`config.mk`:
```
export PLATFORM = sky130hd
export DESIGN_NAME = output_divider_digital_delay
export DESIGN_NICKNAME = d
export VERILOG_FILES = /design/src/design/ddly_pkg.sv /design/src/design/output_divider_digital_delay.sv
export VERILOG_INCLUDE_DIRS = /design/src /design/src/design
export SDC_FILE = /design/constraint.sdc
export NUM_CORES = 1
export LEC_CHECK = 0
export ABC_AREA = 1
export BUFFER_PORTS_ARGS = -buffer_cell sky130_fd_sc_hd__buf_2
export CORE_MARGIN = 1.5
export CORE_UTILIZATION = 23
export CTS_BUF_LIST = sky130_fd_sc_hd__clkbuf_8 sky130_fd_sc_hd__clkbuf_16
export DETAILED_ROUTE_END_ITERATION = 8
export GPL_ROUTABILITY_DRIVEN = 0
export GPL_TIMING_DRIVEN = 0
export PLACE_DENSITY_LB_ADDON = 0.3
export REMOVE_ABC_BUFFERS = 1
export SLEW_MARGIN = 20
export SYNTH_ARGS = -nofsm -noshare
export SYNTH_HDL_FRONTEND = slang
export SYNTH_SLANG_ARGS = --single-unit
```
`constraint.sdc`:
```
create_clock -name pclk -period 8.4 [get_ports pclk]
set_input_delay 1.68 -clock pclk [delete_from_list [all_inputs] [get_ports pclk]]
set_output_delay 1.68 -clock pclk [all_outputs]
set_load 0.01 [all_outputs]
```
`src/design/ddly_params.svh`:
```
// Constants of the output divider digital delay block: register map, fields,
// reset values and timing. Definitions only; included by the divider module.
`ifndef DDLY_PARAMS_SVH
`define DDLY_PARAMS_SVH

// Register byte addresses
`define REG_CONTROL          12'h000
`define REG_SYNC_ENABLE      12'h004
`define REG_STATUS           12'h008
`define REG_PAIR_BASE        12'h010
`define REG_PAIR_STRIDE      12'h004

// Control word fields
`define CTRL_SEL_LSB         0
`define CTRL_SYNC_BIT        8

// Pair word fields: divide value, delay count, half step
`define PAIR_DIV_LSB         0
`define PAIR_DLY_LSB         16
`define PAIR_HS_BIT          31

// Status word fields
`define STAT_HOLD_LSB        0
`define STAT_LEVEL_LSB       16

// Reset values
`define RST_DIVIDE           11'h001
`define RST_DELAY            10'h005
`define RST_HALF_STEP        1'b0
`define RST_SYNC_ENABLE      16'hFFFF

// Smallest effective delay, in half distribution periods (4.5 periods)
`define MIN_DELAY_HALF       12'h009
// Fixed hold latency after the qualifying falling edge, in half periods
`define ALIGN_LATENCY_HALF   13'h0017

`endif

```
`src/design/ddly_pkg.sv`:
```
// Types shared by the output divider digital delay block.
// Assumes ddly_params.svh carries the numeric constants.
package ddly_pkg;
    // Life of one output pair around a synchronisation event
    typedef enum logic [1:0] {
        PAIR_RUN,
        PAIR_ARM,
        PAIR_HOLD
    } pair_state_e;
endpackage

```
`src/design/output_divider_digital_delay.sv`:
```
// Output divider bank with dynamic digital delay, reached over APB.
// Assumes pclk is the distribution path clock seen in half periods: one pclk
// cycle is one half period, so half steps of delay are whole pclk cycles.
//
// What this block does
// (RQ1) Retime outputs at run time, minimal interruption
// (RQ2) One step is half a distribution period
// (RQ3) Qualifying output chosen by select setting
// (RQ4) Same output requalified shifts again each sync
// (RQ5) Software sets half step before sync
// (RQ6) Delay equals count minus half step/2
// (RQ7) Software programs zero-offset delay from formula
// (RQ8) Zero offset depends on qualifying divide only
// (RQ9) Half step change moves one time step
// (RQ10) Effective delay never below four and half
// (RQ11) Larger equivalent delay holds output longer
//
// Chosen here: the placing of the registers and register access over APB.
`include "ddly_params.svh"
`timescale 1ns/100ps
`default_nettype none

module output_divider_digital_delay #(
    parameter int NUM_PAIRS = 2,   // Output pairs served
    parameter int DIV_W     = 11,  // Divide value width
    parameter int DLY_W     = 10   // Delay count width
) (
    // Clock and reset
    input  wire logic                 pclk,
    input  wire logic                 presetn,
    // APB slave
    input  wire logic                 psel,
    input  wire logic                 penable,
    input  wire logic                 pwrite,
    input  wire logic [11:0]          paddr,
    input  wire logic [31:0]          pwdata,
    output var  logic [31:0]          prdata,
    output logic                      pready,
    output var  logic                 pslverr,
    // Synchronisation pin, asynchronous, rising edge
    input  wire logic                 sync_in,
    // Divided clock outputs
    output var  logic [NUM_PAIRS-1:0] clk_out
);
    import ddly_pkg::*;

    localparam int SEL_W = (NUM_PAIRS > 1) ? $clog2(NUM_PAIRS) : 1;
    localparam int HW    = DLY_W + 2;  // Width of a delay in half periods
    localparam int CW    = DLY_W + 3;  // Width of the hold counter

    // Elaboration check: status and enable words hold 16 pairs at most
    if (NUM_PAIRS < 1 || NUM_PAIRS > 16 || DIV_W > 16 || DLY_W > 12 || DLY_W < 4) begin : g_bad_params
        $error("output_divider_digital_delay: unsupported parameters");
    end

    // Configuration registers
    logic [SEL_W-1:0]     qualifying_output_select;        // Reference pair
    logic [NUM_PAIRS-1:0] sync_enable;                     // Pairs resynchronised on sync
    logic [DIV_W-1:0]     output_pair_divide_value [NUM_PAIRS];
    logic [DLY_W-1:0]     output_pair_delay_count  [NUM_PAIRS];
    logic                 output_pair_half_step    [NUM_PAIRS];
    logic                 soft_sync;                       // One-cycle software sync

    // Per pair state
    pair_state_e          pair_state [NUM_PAIRS];
    logic [DIV_W-1:0]     div_count  [NUM_PAIRS];          // Half periods in current level
    logic [CW-1:0]        hold_count [NUM_PAIRS];          // Half periods left in hold
    logic [HW-1:0]        armed_half [NUM_PAIRS];          // Delay captured at sync

    // Sync pin synchroniser and edge detect
    logic                 sync_meta;
    logic                 sync_stable;
    logic                 sync_last;
    logic                 sync_event;
    logic                 qual_last;
    logic                 qual_fall;

    // Effective delay in half periods, clamped to the smallest supported
    function automatic logic [HW-1:0] delay_half(input logic [DLY_W-1:0] cnt, input logic hs);
        logic [HW-1:0] d;
        d = {1'b0, cnt, 1'b0} - {{(HW-1){1'b0}}, hs};      // RQ6 RQ2
        if (d < HW'(`MIN_DELAY_HALF)) begin                // RQ10
            d = HW'(`MIN_DELAY_HALF);
        end
        return d;
    endfunction

    // Pair index of an address, or NUM_PAIRS when it names no pair
    function automatic int pair_index(input logic [11:0] addr);
        int idx;
        idx = NUM_PAIRS;
        for (int i = 0; i < NUM_PAIRS; i++) begin
            if (addr == 12'(`REG_PAIR_BASE + i * `REG_PAIR_STRIDE)) begin
                idx = i;
            end
        end
        return idx;
    endfunction

    // Divide value of zero behaves as one
    function automatic logic [DIV_W-1:0] div_eff(input logic [DIV_W-1:0] v);
        return (v == '0) ? DIV_W'(1) : v;
    endfunction

    // Zero wait states; data is staged in the setup cycle
    assign pready = 1'b1;

    // Two flops before any logic looks at the pin
    always_ff @(posedge pclk or negedge presetn) begin
        if (!presetn) begin
            sync_meta   <= 1'b0;
            sync_stable <= 1'b0;
            sync_last   <= 1'b0;
        end else begin
            sync_meta   <= sync_in;
            sync_stable <= sync_meta;
            sync_last   <= sync_stable;
        end
    end

    assign sync_event = (sync_stable & ~sync_last) | soft_sync;

    // Falling edge of the selected qualifying output
    always_ff @(posedge pclk or negedge presetn) begin
        if (!presetn) begin
            qual_last <= 1'b0;
        end else begin
            qual_last <= clk_out[qualifying_output_select];  // RQ3
        end
    end

    assign qual_fall = qual_last & ~clk_out[qualifying_output_select];  // RQ3

    // Register writes, taken in the access cycle
    always_ff @(posedge pclk or negedge presetn) begin
        if (!presetn) begin
            qualifying_output_select <= '0;
            sync_enable              <= NUM_PAIRS'(`RST_SYNC_ENABLE);
            soft_sync                <= 1'b0;
            for (int i = 0; i < NUM_PAIRS; i++) begin
                output_pair_divide_value[i] <= DIV_W'(`RST_DIVIDE);
                output_pair_delay_count[i]  <= DLY_W'(`RST_DELAY);
                output_pair_half_step[i]    <= `RST_HALF_STEP;
            end
        end else begin
            soft_sync <= 1'b0;
            if (psel && penable && pwrite) begin
                if (paddr == `REG_CONTROL) begin
                    qualifying_output_select <= pwdata[`CTRL_SEL_LSB +: SEL_W];
                    soft_sync                <= pwdata[`CTRL_SYNC_BIT];
                end else if (paddr == `REG_SYNC_ENABLE) begin
                    sync_enable <= pwdata[NUM_PAIRS-1:0];
                end else if (pair_index(paddr) < NUM_PAIRS) begin
                    // Half step may change while armed: value at sync is kept
                    output_pair_divide_value[pair_index(paddr)] <= pwdata[`PAIR_DIV_LSB +: DIV_W];
                    output_pair_delay_count[pair_index(paddr)]  <= pwdata[`PAIR_DLY_LSB +: DLY_W];
                    output_pair_half_step[pair_index(paddr)]    <= pwdata[`PAIR_HS_BIT];
                end
            end
        end
    end

    // Read data and error staged in the setup cycle
    always_ff @(posedge pclk or negedge presetn) begin
        if (!presetn) begin
            prdata  <= 32'h0000_0000;
            pslverr <= 1'b0;
        end else if (psel && !penable) begin
            prdata  <= 32'h0000_0000;
            pslverr <= 1'b0;
            if (paddr == `REG_CONTROL) begin
                prdata[`CTRL_SEL_LSB +: SEL_W] <= qualifying_output_select;
            end else if (paddr == `REG_SYNC_ENABLE) begin
                prdata[NUM_PAIRS-1:0] <= sync_enable;
            end else if (paddr == `REG_STATUS) begin
                for (int i = 0; i < NUM_PAIRS; i++) begin
                    prdata[`STAT_HOLD_LSB + i]  <= (pair_state[i] != PAIR_RUN);
                    prdata[`STAT_LEVEL_LSB + i] <= clk_out[i];
                end
            end else if (pair_index(paddr) < NUM_PAIRS) begin
                prdata[`PAIR_DIV_LSB +: DIV_W] <= output_pair_divide_value[pair_index(paddr)];
                prdata[`PAIR_DLY_LSB +: DLY_W] <= output_pair_delay_count[pair_index(paddr)];
                prdata[`PAIR_HS_BIT]           <= output_pair_half_step[pair_index(paddr)];
            end else begin
                pslverr <= 1'b1;   // Unmapped address
            end
        end
    end

    // Dividers and the sync sequence of each pair. Disabled pairs run freely,
    // so only the pairs being retimed are interrupted.
    always_ff @(posedge pclk or negedge presetn) begin
        if (!presetn) begin
            for (int i = 0; i < NUM_PAIRS; i++) begin
                pair_state[i] <= PAIR_RUN;
                div_count[i]  <= '0;
                hold_count[i] <= '0;
                armed_half[i] <= '0;
                clk_out[i]    <= 1'b0;
            end
        end else begin
            for (int i = 0; i < NUM_PAIRS; i++) begin
                // 50% duty divider: each level lasts divide half periods
                if (pair_state[i] != PAIR_HOLD) begin
                    if (div_count[i] >= div_eff(output_pair_divide_value[i]) - DIV_W'(1)) begin
                        div_count[i] <= '0;
                        clk_out[i]   <= ~clk_out[i];
                    end else begin
                        div_count[i] <= div_count[i] + DIV_W'(1);
                    end
                end
                case (pair_state[i])
                    PAIR_RUN: begin
                        // Capture the delay now: later writes do not matter
                        if (sync_event && sync_enable[i]) begin
                            armed_half[i] <= delay_half(output_pair_delay_count[i],
                                                        output_pair_half_step[i]);  // RQ5 RQ6
                            pair_state[i] <= PAIR_ARM;
                        end
                    end
                    PAIR_ARM: begin
                        // Measure from the qualifying falling edge, so the
                        // zero-offset delay needs only its divide value
                        if (qual_fall) begin                                        // RQ8 RQ3
                            hold_count[i] <= CW'(armed_half[i]) + CW'(`ALIGN_LATENCY_HALF) - CW'(1);
                            clk_out[i]    <= 1'b0;
                            div_count[i]  <= '0;
                            pair_state[i] <= PAIR_HOLD;                             // RQ1
                        end
                    end
                    PAIR_HOLD: begin
                        // Longer equivalent delays simply stay low longer
                        if (hold_count[i] <= CW'(1)) begin                          // RQ11 RQ9
                            clk_out[i]    <= 1'b1;
                            div_count[i]  <= '0;
                            pair_state[i] <= PAIR_RUN;                              // RQ4
                        end else begin
                            hold_count[i] <= hold_count[i] - CW'(1);
                        end
                    end
                    default: begin
                        pair_state[i] <= PAIR_RUN;
                    end
                endcase
            end
        end
    end

endmodule

`default_nettype wire

```
==> impl_metrics.yaml, run 1 <==
route:
  vias: 8390
  wl_per_cell_um: 13.1
  drcViolationCount: 0
  finalWirelength_um: 25100
  routed_via_density: 4.38
  dr.pass1.iters: 5
  drt-initial-drc-count: 391
  antenna_left: 0
placement:
  dp.cells: 1885
  place_hpwl_um: 19000
  place.port_buffers: 64
worst_setup_path:
  path_max_fanout: 11
  crit_required_ns: 8.75
  slowest_delay_ns: 0.44
  crit_type: "flip-flop to flip-flop"
  crit_chain: "inv_1, nand2_1, nor2_1, nand4_1, nand2_1, inv_1, ha_1, nand3_1, nor3_1, nand2_1, xor2_1, ha_1, a21oi_1, o21ai_0, nor2_1, nand2_1, nand2_1, nand2_1, o21ai_0"
  arrival_ns: 3.81
  crit_top_cell: "nand2_1"
  cp_slowest_cell: "dfrtp_1"
  endpoint_kind: "flip-flop"
  startpoint_type: "flip-flop"
clock_network:
  numCtsBuffers: 17
  holdBufCountCts: 0
  path_clk_slew_ns: 0.07
  cts_resized: 0
  clk_latency_ns: 0.44
  cts_setup_buffers: 0
  cts_tree: "done"
  cts_root_buffer: "clkbuf_16"
  clkSinkCount: 153
  clock_path_buffers: 2
  htreeDepth: 4
synthesis:
  async_flop_share_pct: 100
  synth_most_common_cell: "nand2_1"
  synthFlopType: "dfrtp_1"
  synth_area_sq_um: 9750
  synth-seq-cells: 153
  yosysWarnings: 0
  synth_edf_count: 0
  synthDominantCellAreaShare_pct: 37.2
  synth_commonest_cells: "354 x nand2_1, 168 x inv_1, 145 x dfrtp_1"
  syn_inst: 1314
  synth.avg_cell_area_sq_um: 7.42
  synthDistinctLibCells: 50
  synth_top_area_cell: "dfrtp_1"
  yosysSeqAreaShare_pct: 39.4
  yosys-top-cells-area: "dfrtp_1 37%, nand2_1 14%, inv_1 6.5%"
final_layout:
  layoutNonFillerInstCount: 1917
  nets: 1457
  fillers: 4632
  drive_above_1_share_pct: 13.5
  syn_to_final_growth_pct: 14.1
  num_antenna_cells: 0
timing:
  max_freq_ghz: 0.289
  worstMarginPinSlew_ns: 0.862
  setup_viol: 0
  rsz0062_at_grt: "false"
  relSlewSlack_pct: 42.3
  period_share_pct: 41.2
  drv_slew: 0
  finalSetupTns_ns: 0
  fin_worst_skew_ns: 0.0119
  min_period_ns: 3.46
  finalHoldViolations: 0
global_route:
  overflow: 0
  grt_pass1_vias: 8112
  grt_max_degree: 78
  antenna_found_initial: 0
  grt_pass1_wl_um: 41700
  grt_use_total_pct: 11.9
die:
  die_w_um: 209
  start_util_pct: 23.3
  die_h_um: 209
  coreArea_sq_um: 41900
  ios: 86
  dieArea_sq_um: 43600
  rows: 75
worst_hold_path:
  holdCritPathClass: "flip-flop to flip-flop"
job:
  drv_cap: 0
pwr:
  switching_share_pct: 38.6
  p_total_mw: 2.40
  p_leak_nw: 5.30
  p_comb_share_pct: 30.4
  p_sw_mw: 0.928
  internal_power_mw: 1.47
  p_clk_share_pct: 32.8
  power_density_nw_per_um2: 216
  peakVddDrop_mv: 0.194
  p_seq_share_pct: 36.9
status:
  outcome: "finished, final reports clean"
==> worst paths after layout <==
check                                            start                           to  slack [ns]  cells after the start
max reg2reg                output_pair_divide_value[2]                 div_count[1]        4.94                     19
min in group asynchronous                      presetn                    prdata[5]        1.21                      1
max                        output_pair_divide_value[2]                 div_count[1]        4.94                     19
max in group asynchronous                      presetn  output_pair_delay_count[12]        6.36                      2
min reg2reg                                  sync_meta                  sync_stable        0.36                      0
min                                          sync_meta                  sync_stable        0.36                      0
==> critical path: cells and delay by family (launching register included) <==
family / cells / cell delay [ns]
buffers and inverters: 2 / 0.27
adder cells (fa/ha/maj): 2 / 0.51
XOR/XNOR: 1 / 0.24
AND/OR/NAND/NOR: 11 / 1.41
flip-flops: 1 / 0.44
AO/OA/AOI/OAI: 3 / 0.49
==> flip-flops by register name, indices dropped and copies added (netlist names), 4 cells and up <==
signal                    cells
output_pair_delay_count      20
armed_half                   24
output_pair_divide_value     22
hold_count                   26
prdata                       22
div_count                    22
pair_state                    4
==> final cells by class <==
type	count	area, sq um	share of cell area [%]
tap	539	674	6.06
clock buffer	17	425	3.82
timing repair buffer	65	358	3.22
sequential	153	3840	34.5
inverter	181	682	6.13
clock inverter	15	165	1.48
multi-input combinational	947	4980	44.8
==> metal layers <==
metal / global-route usage, % / vias up / part of all wire (%)
met5: 0 / - / 0
met1: 16.3 / 3874 / 50
met2: 18.6 / 179 / 44
li1: - / 4300 / -
met4: 5.27 / 0 / 2.8
met3: 1.64 / 37 / 3.1
==> logic make-up (layout without fill, tap and decap cells) <==
kind of cell | count (synthesis) | after routing | share of synthesized area (%)
flops | 153 | 153 | 39.4
simple gates | 614 | 614 | 27.5
mux | 2 | 2 | 0.205
buf+inv | 223 | 278 | 9.85
compound gates | 237 | 237 | 13.9
other cells | 2 | 11 | 0.0771
fa+ha+maj | 42 | 42 | 5.39
xor+xnor | 41 | 41 | 3.68
==> cell usage in the layout, fill, tap and decap left out, drive strengths merged, types with 2 or more instances in the layout <==
cell type and n:
nand2 377, inv 185, dfrtp 145, o21ai 144, nor2 120, nand3 74, buf 65, a21oi 57
ha 42, xor2 35, nand4 22, o22ai 17, clkbuf 17, conb 11, nor3 10, dfstp 8
xnor2 6, clkinvlp 6, o21bai 5, or2 4, o31ai 4, a21boi 4, nand3b 3, clkinv 3
nor4 2, mux2i 2, o221ai 2, bufinv 2
==> power by group through the flow <==
| stage | clock network [mW] | logic [mW] | registers (mW) |
|---|---|---|---|
| after floorplan | 0 | 0.523 | 0.882 |
| after global placement | 0 | 0.723 | 0.896 |
| after detailed placement | 0 | 0.734 | 0.896 |
| after CTS | 0.808 | 0.736 | 0.884 |
| after global routing | 0.842 | 0.838 | 0.897 |
| final | 0.787 | 0.730 | 0.885 |
==> per-stage QoR <==
step	cell area (sq um)	worst slack (ns)	hold slack, ns	utilization, %
2_1_floorplan	9500	5.23	0.331	-
3_3_place_gp	10500	3.17	0.345	25.1
3_5_place_dp	10500	4.74	0.336	25.2
4_1_cts	11100	4.93	0.361	26.6
5_1_grt	11100	4.61	0.381	26.6
6_report	11100	4.94	0.356	26.6
Power figures use the tool's default switching activity.
==> run 2, diff against run 1 <==
--- a/config.mk
+++ b/config.mk
@@ -6,7 +6,7 @@
 export SDC_FILE = /design/constraint.sdc
 export NUM_CORES = 1
 export LEC_CHECK = 0
-export ABC_AREA = 1
+export ABC_AREA = 0
 export BUFFER_PORTS_ARGS = -buffer_cell sky130_fd_sc_hd__buf_2
 export CORE_MARGIN = 1.5
 export CORE_UTILIZATION = 23
==> constraint.sdc (replaced) <==
create_clock -name pclk -period 3.29 [get_ports pclk]
set_input_delay 0.658 -clock pclk [delete_from_list [all_inputs] [get_ports pclk]]
set_output_delay 0.658 -clock pclk [all_outputs]
set_load 0.01 [all_outputs]
==> run 2 against run 1 <==
Compared with the run above: register-to-register slack worse by 4.9 ns; via count is 11% lower; worst setup slack worse by 4.9 ns; global-route usage is 0.14 points higher; combinational power is 39% lower; count of clock-buffer cells in the layout is 3 higher; clock power is 140% higher.
==> impl_metrics.yaml, run 2 <==
final_layout:
  drive_above_1_share_pct: 22.7
  top_regs: "hold_count: 26 flops, armed_half: 24 flops"
  syn_to_final_growth_pct: 18.7
  largest_register_ffs: 26
  top_register: "hold_count"
  layoutNonFillerInstCount: 1549
  final_cell_mix: "140 x dfrtp_1, 87 x nand2_1, 63 x buf_2"
  nets: 1109
  fin_util_pct: 27.9
  final_common_cell: "dfrtp_1"
global_route:
  antenna_found_initial: 1
  grt_max_degree: 92
  overflow: 0
  grt_use_total_pct: 12.0
  grt_pass1_vias: 7214
  grt_pass1_wl_um: 39300
worst_setup_path:
  crit_chain: "or4_4, nor4_4, a31oi_2, ha_2, nand2_4, nor3_1, xnor2_1, ha_1, a21oi_2, o21ai_2, a221oi_2, buf_4, buf_4, o21ai_1, a2bb2oi_1"
  cp_slowest_cell: "or4_4"
  arrival_ns: 3.53
  endpoint_kind: "flip-flop"
  crit_type: "flip-flop to flip-flop"
  startpoint_type: "flip-flop"
  r2r_cells: 15
  crit_top_cell: "buf_4"
  crit_required_ns: 3.59
  slowest_delay_ns: 0.57
  path_max_fanout: 4
synthesis:
  synth_mux_area_share_pct: 7.14
  syn_inst: 957
  synth_top_family_by_area: "simple AND/OR/NAND/NOR gates"
  synth_top_area_cell: "dfrtp_1"
  synthSimpleGateAreaFrac_pct: 18.3
  synth_xor_xnor_area_share_pct: 5.92
  async_flop_share_pct: 100
  synth_compound_area_share_pct: 16.6
  yosysSeqAreaShare_pct: 41.9
  yosys-top-cells-area: "dfrtp_1 40%, mux2_2 6.3%, ha_1 5.7%"
  synthFlopType: "dfrtp_1"
  synth_edf_count: 0
  synthDominantCellAreaShare_pct: 39.6
  yosysWarnings: 0
  synthDistinctLibCells: 79
  synth_fa_ha_area_share_pct: 5.73
  synth_commonest_cells: "145 x dfrtp_1, 90 x nand2_1, 65 x o21ai_0"
  synth_area_sq_um: 9170
  synth.avg_cell_area_sq_um: 9.58
  synth_most_common_cell: "dfrtp_1"
  synth-seq-cells: 153
timing:
  rsz0062_at_grt: "true"
  relSlewSlack_pct: 31.0
  setup_viol: 0
  drv_slew: 0
  finalHoldViolations: 0
  fin_worst_skew_ns: 0.0108
  period_share_pct: 98.3
  max_freq_ghz: 0.309
  min_period_ns: 3.23
  worstMarginPinSlew_ns: 1.03
placement:
  place.port_buffers: 64
  place_hpwl_um: 17300
  dp.cells: 1499
status:
  outcome: "finished, final reports clean"
route:
  dr.pass1.iters: 5
  routed_via_density: 4.81
  top_layer: "met4"
  wl_per_cell_um: 15.6
  wl_met3_um: 940
  vias: 7449
  drt-initial-drc-count: 297
  met1_length_um: 12000
  finalWirelength_um: 24200
  antenna_left: 0
  drcViolationCount: 0
  wl_met2_um: 11000
die:
  dieArea_sq_um: 41100
  die_w_um: 203
  coreArea_sq_um: 39000
  rows: 72
  ios: 86
  die_h_um: 203
  start_util_pct: 23.5
clock_network:
  clock_path_buffers: 2
  cts_root_buffer: "clkbuf_16"
  htreeDepth: 4
  numCtsBuffers: 17
  clkSinkCount: 153
  clk_latency_ns: 0.43
  cts_tree: "done"
  path_clk_slew_ns: 0.06
worst_hold_path:
  holdCritPathClass: "primary input to asynchronous set/reset pin"
pwr:
  p_leak_nw: 4.66
  peakVddDrop_mv: 0.315
  p_total_mw: 4.35
  power_density_nw_per_um2: 399
job:
  drv_cap: 0
==> run 2: cell count changes in the layout (fill, tap and decap cells not counted), moves of 16 or more <==
cell / before / now
nand2_2: 21 / 2
xnor2_1: 6 / 41
nand2_1: 354 / 87
inv_1: 168 / 38
o21ai_2: 22 / 6
nand3_1: 70 / 19
nor4_1: 2 / 20
buf_4: 0 / 19
mux2_2: 0 / 51
a22oi_1: 1 / 18
nor2_1: 110 / 53
a21oi_1: 57 / 29
o21ai_1: 52 / 10
==> run 2: per-stage QoR <==
step | hold WS (ns) | setup WS [ns] | setup TNS [ns] | cell area (sq um)
global route | 0.195 | -0.116 | -1.06 | 10900
detailed placement | 0.342 | -0.887 | -19.46 | 10000
finish | 0.163 | 0.0574 | 0 | 10900
CTS | 0.186 | -0.106 | -0.850 | 10700
global placement | 0.336 | -1.04 | -185.53 | 9910
floorplan | 0.331 | -0.158 | -1.00 | 8940
==> run 2: cell families after synthesis <==
group / after synthesis
AOI/OAI and AO/OA: 227
other: 2
adders and majority gates: 42
buffers and inverters: 91
and+or+nand+nor: 321
xor gates and xnor gates: 62
DFF: 153
muxes: 59
==> run 2: layout make-up <==
class	instances	area, sq um
timing repair buffer	85	512
multi-input combinational	723	5170
inverter	37	139
clock buffer	20	467
fill	4104	28100
tap	518	648
clock inverter	12	103
antenna	1	2.50
sequential	153	3840
==> run 2: worst max-delay path: cells and delay by family, from the launching register on <==
kind | cells | cell delay, ns
DFF | 1 | 0.38
AOI/OAI and AO/OA | 6 | 0.86
xor gates and xnor gates | 1 | 0.17
and+or+nand+nor | 4 | 0.92
adders and majority gates | 2 | 0.49
buffers and inverters | 2 | 0.27
==> run 2: what timing repair did <==
action                     CTS  global route
setup endpoints to repair   24            24
setup buffers               11             6
pin swaps                   11            22
hold buffers                 0             0
cloned                       1             0
gates resized for setup     26            20
==> run 2: per-layer routing <==
| metal | vias to the layer above | GRT usage (%) |
|---|---|---|
| met1 | 3684 | 16.9 |
| met4 | 0 | 3.36 |
| met2 | 137 | 18.6 |
| met5 | - | 0 |
| li1 | 3612 | - |
| met3 | 16 | 2.38 |
==> run 2: final timing paths <==
path	from	endpoint	slack, ns
max	output_pair_divide_value[18]	clk_out[0]	0.06
min	presetn	div_count[18]	0.16
max reg2reg	output_pair_divide_value[18]	clk_out[0]	0.06
min reg2reg	sync_meta	sync_stable	0.35
max in group asynchronous	presetn	prdata[24]	2.29
min in group pclk	sync_in	sync_meta	0.33
==> run 2: power breakdown <==
group | internal [mW] | total, mW | switching, mW
logic | 0.163 | 0.447 | 0.284
clock network | 1.09 | 1.92 | 0.821
registers | 1.92 | 1.98 | 0.0635
total | 3.18 | 4.35 | 1.17
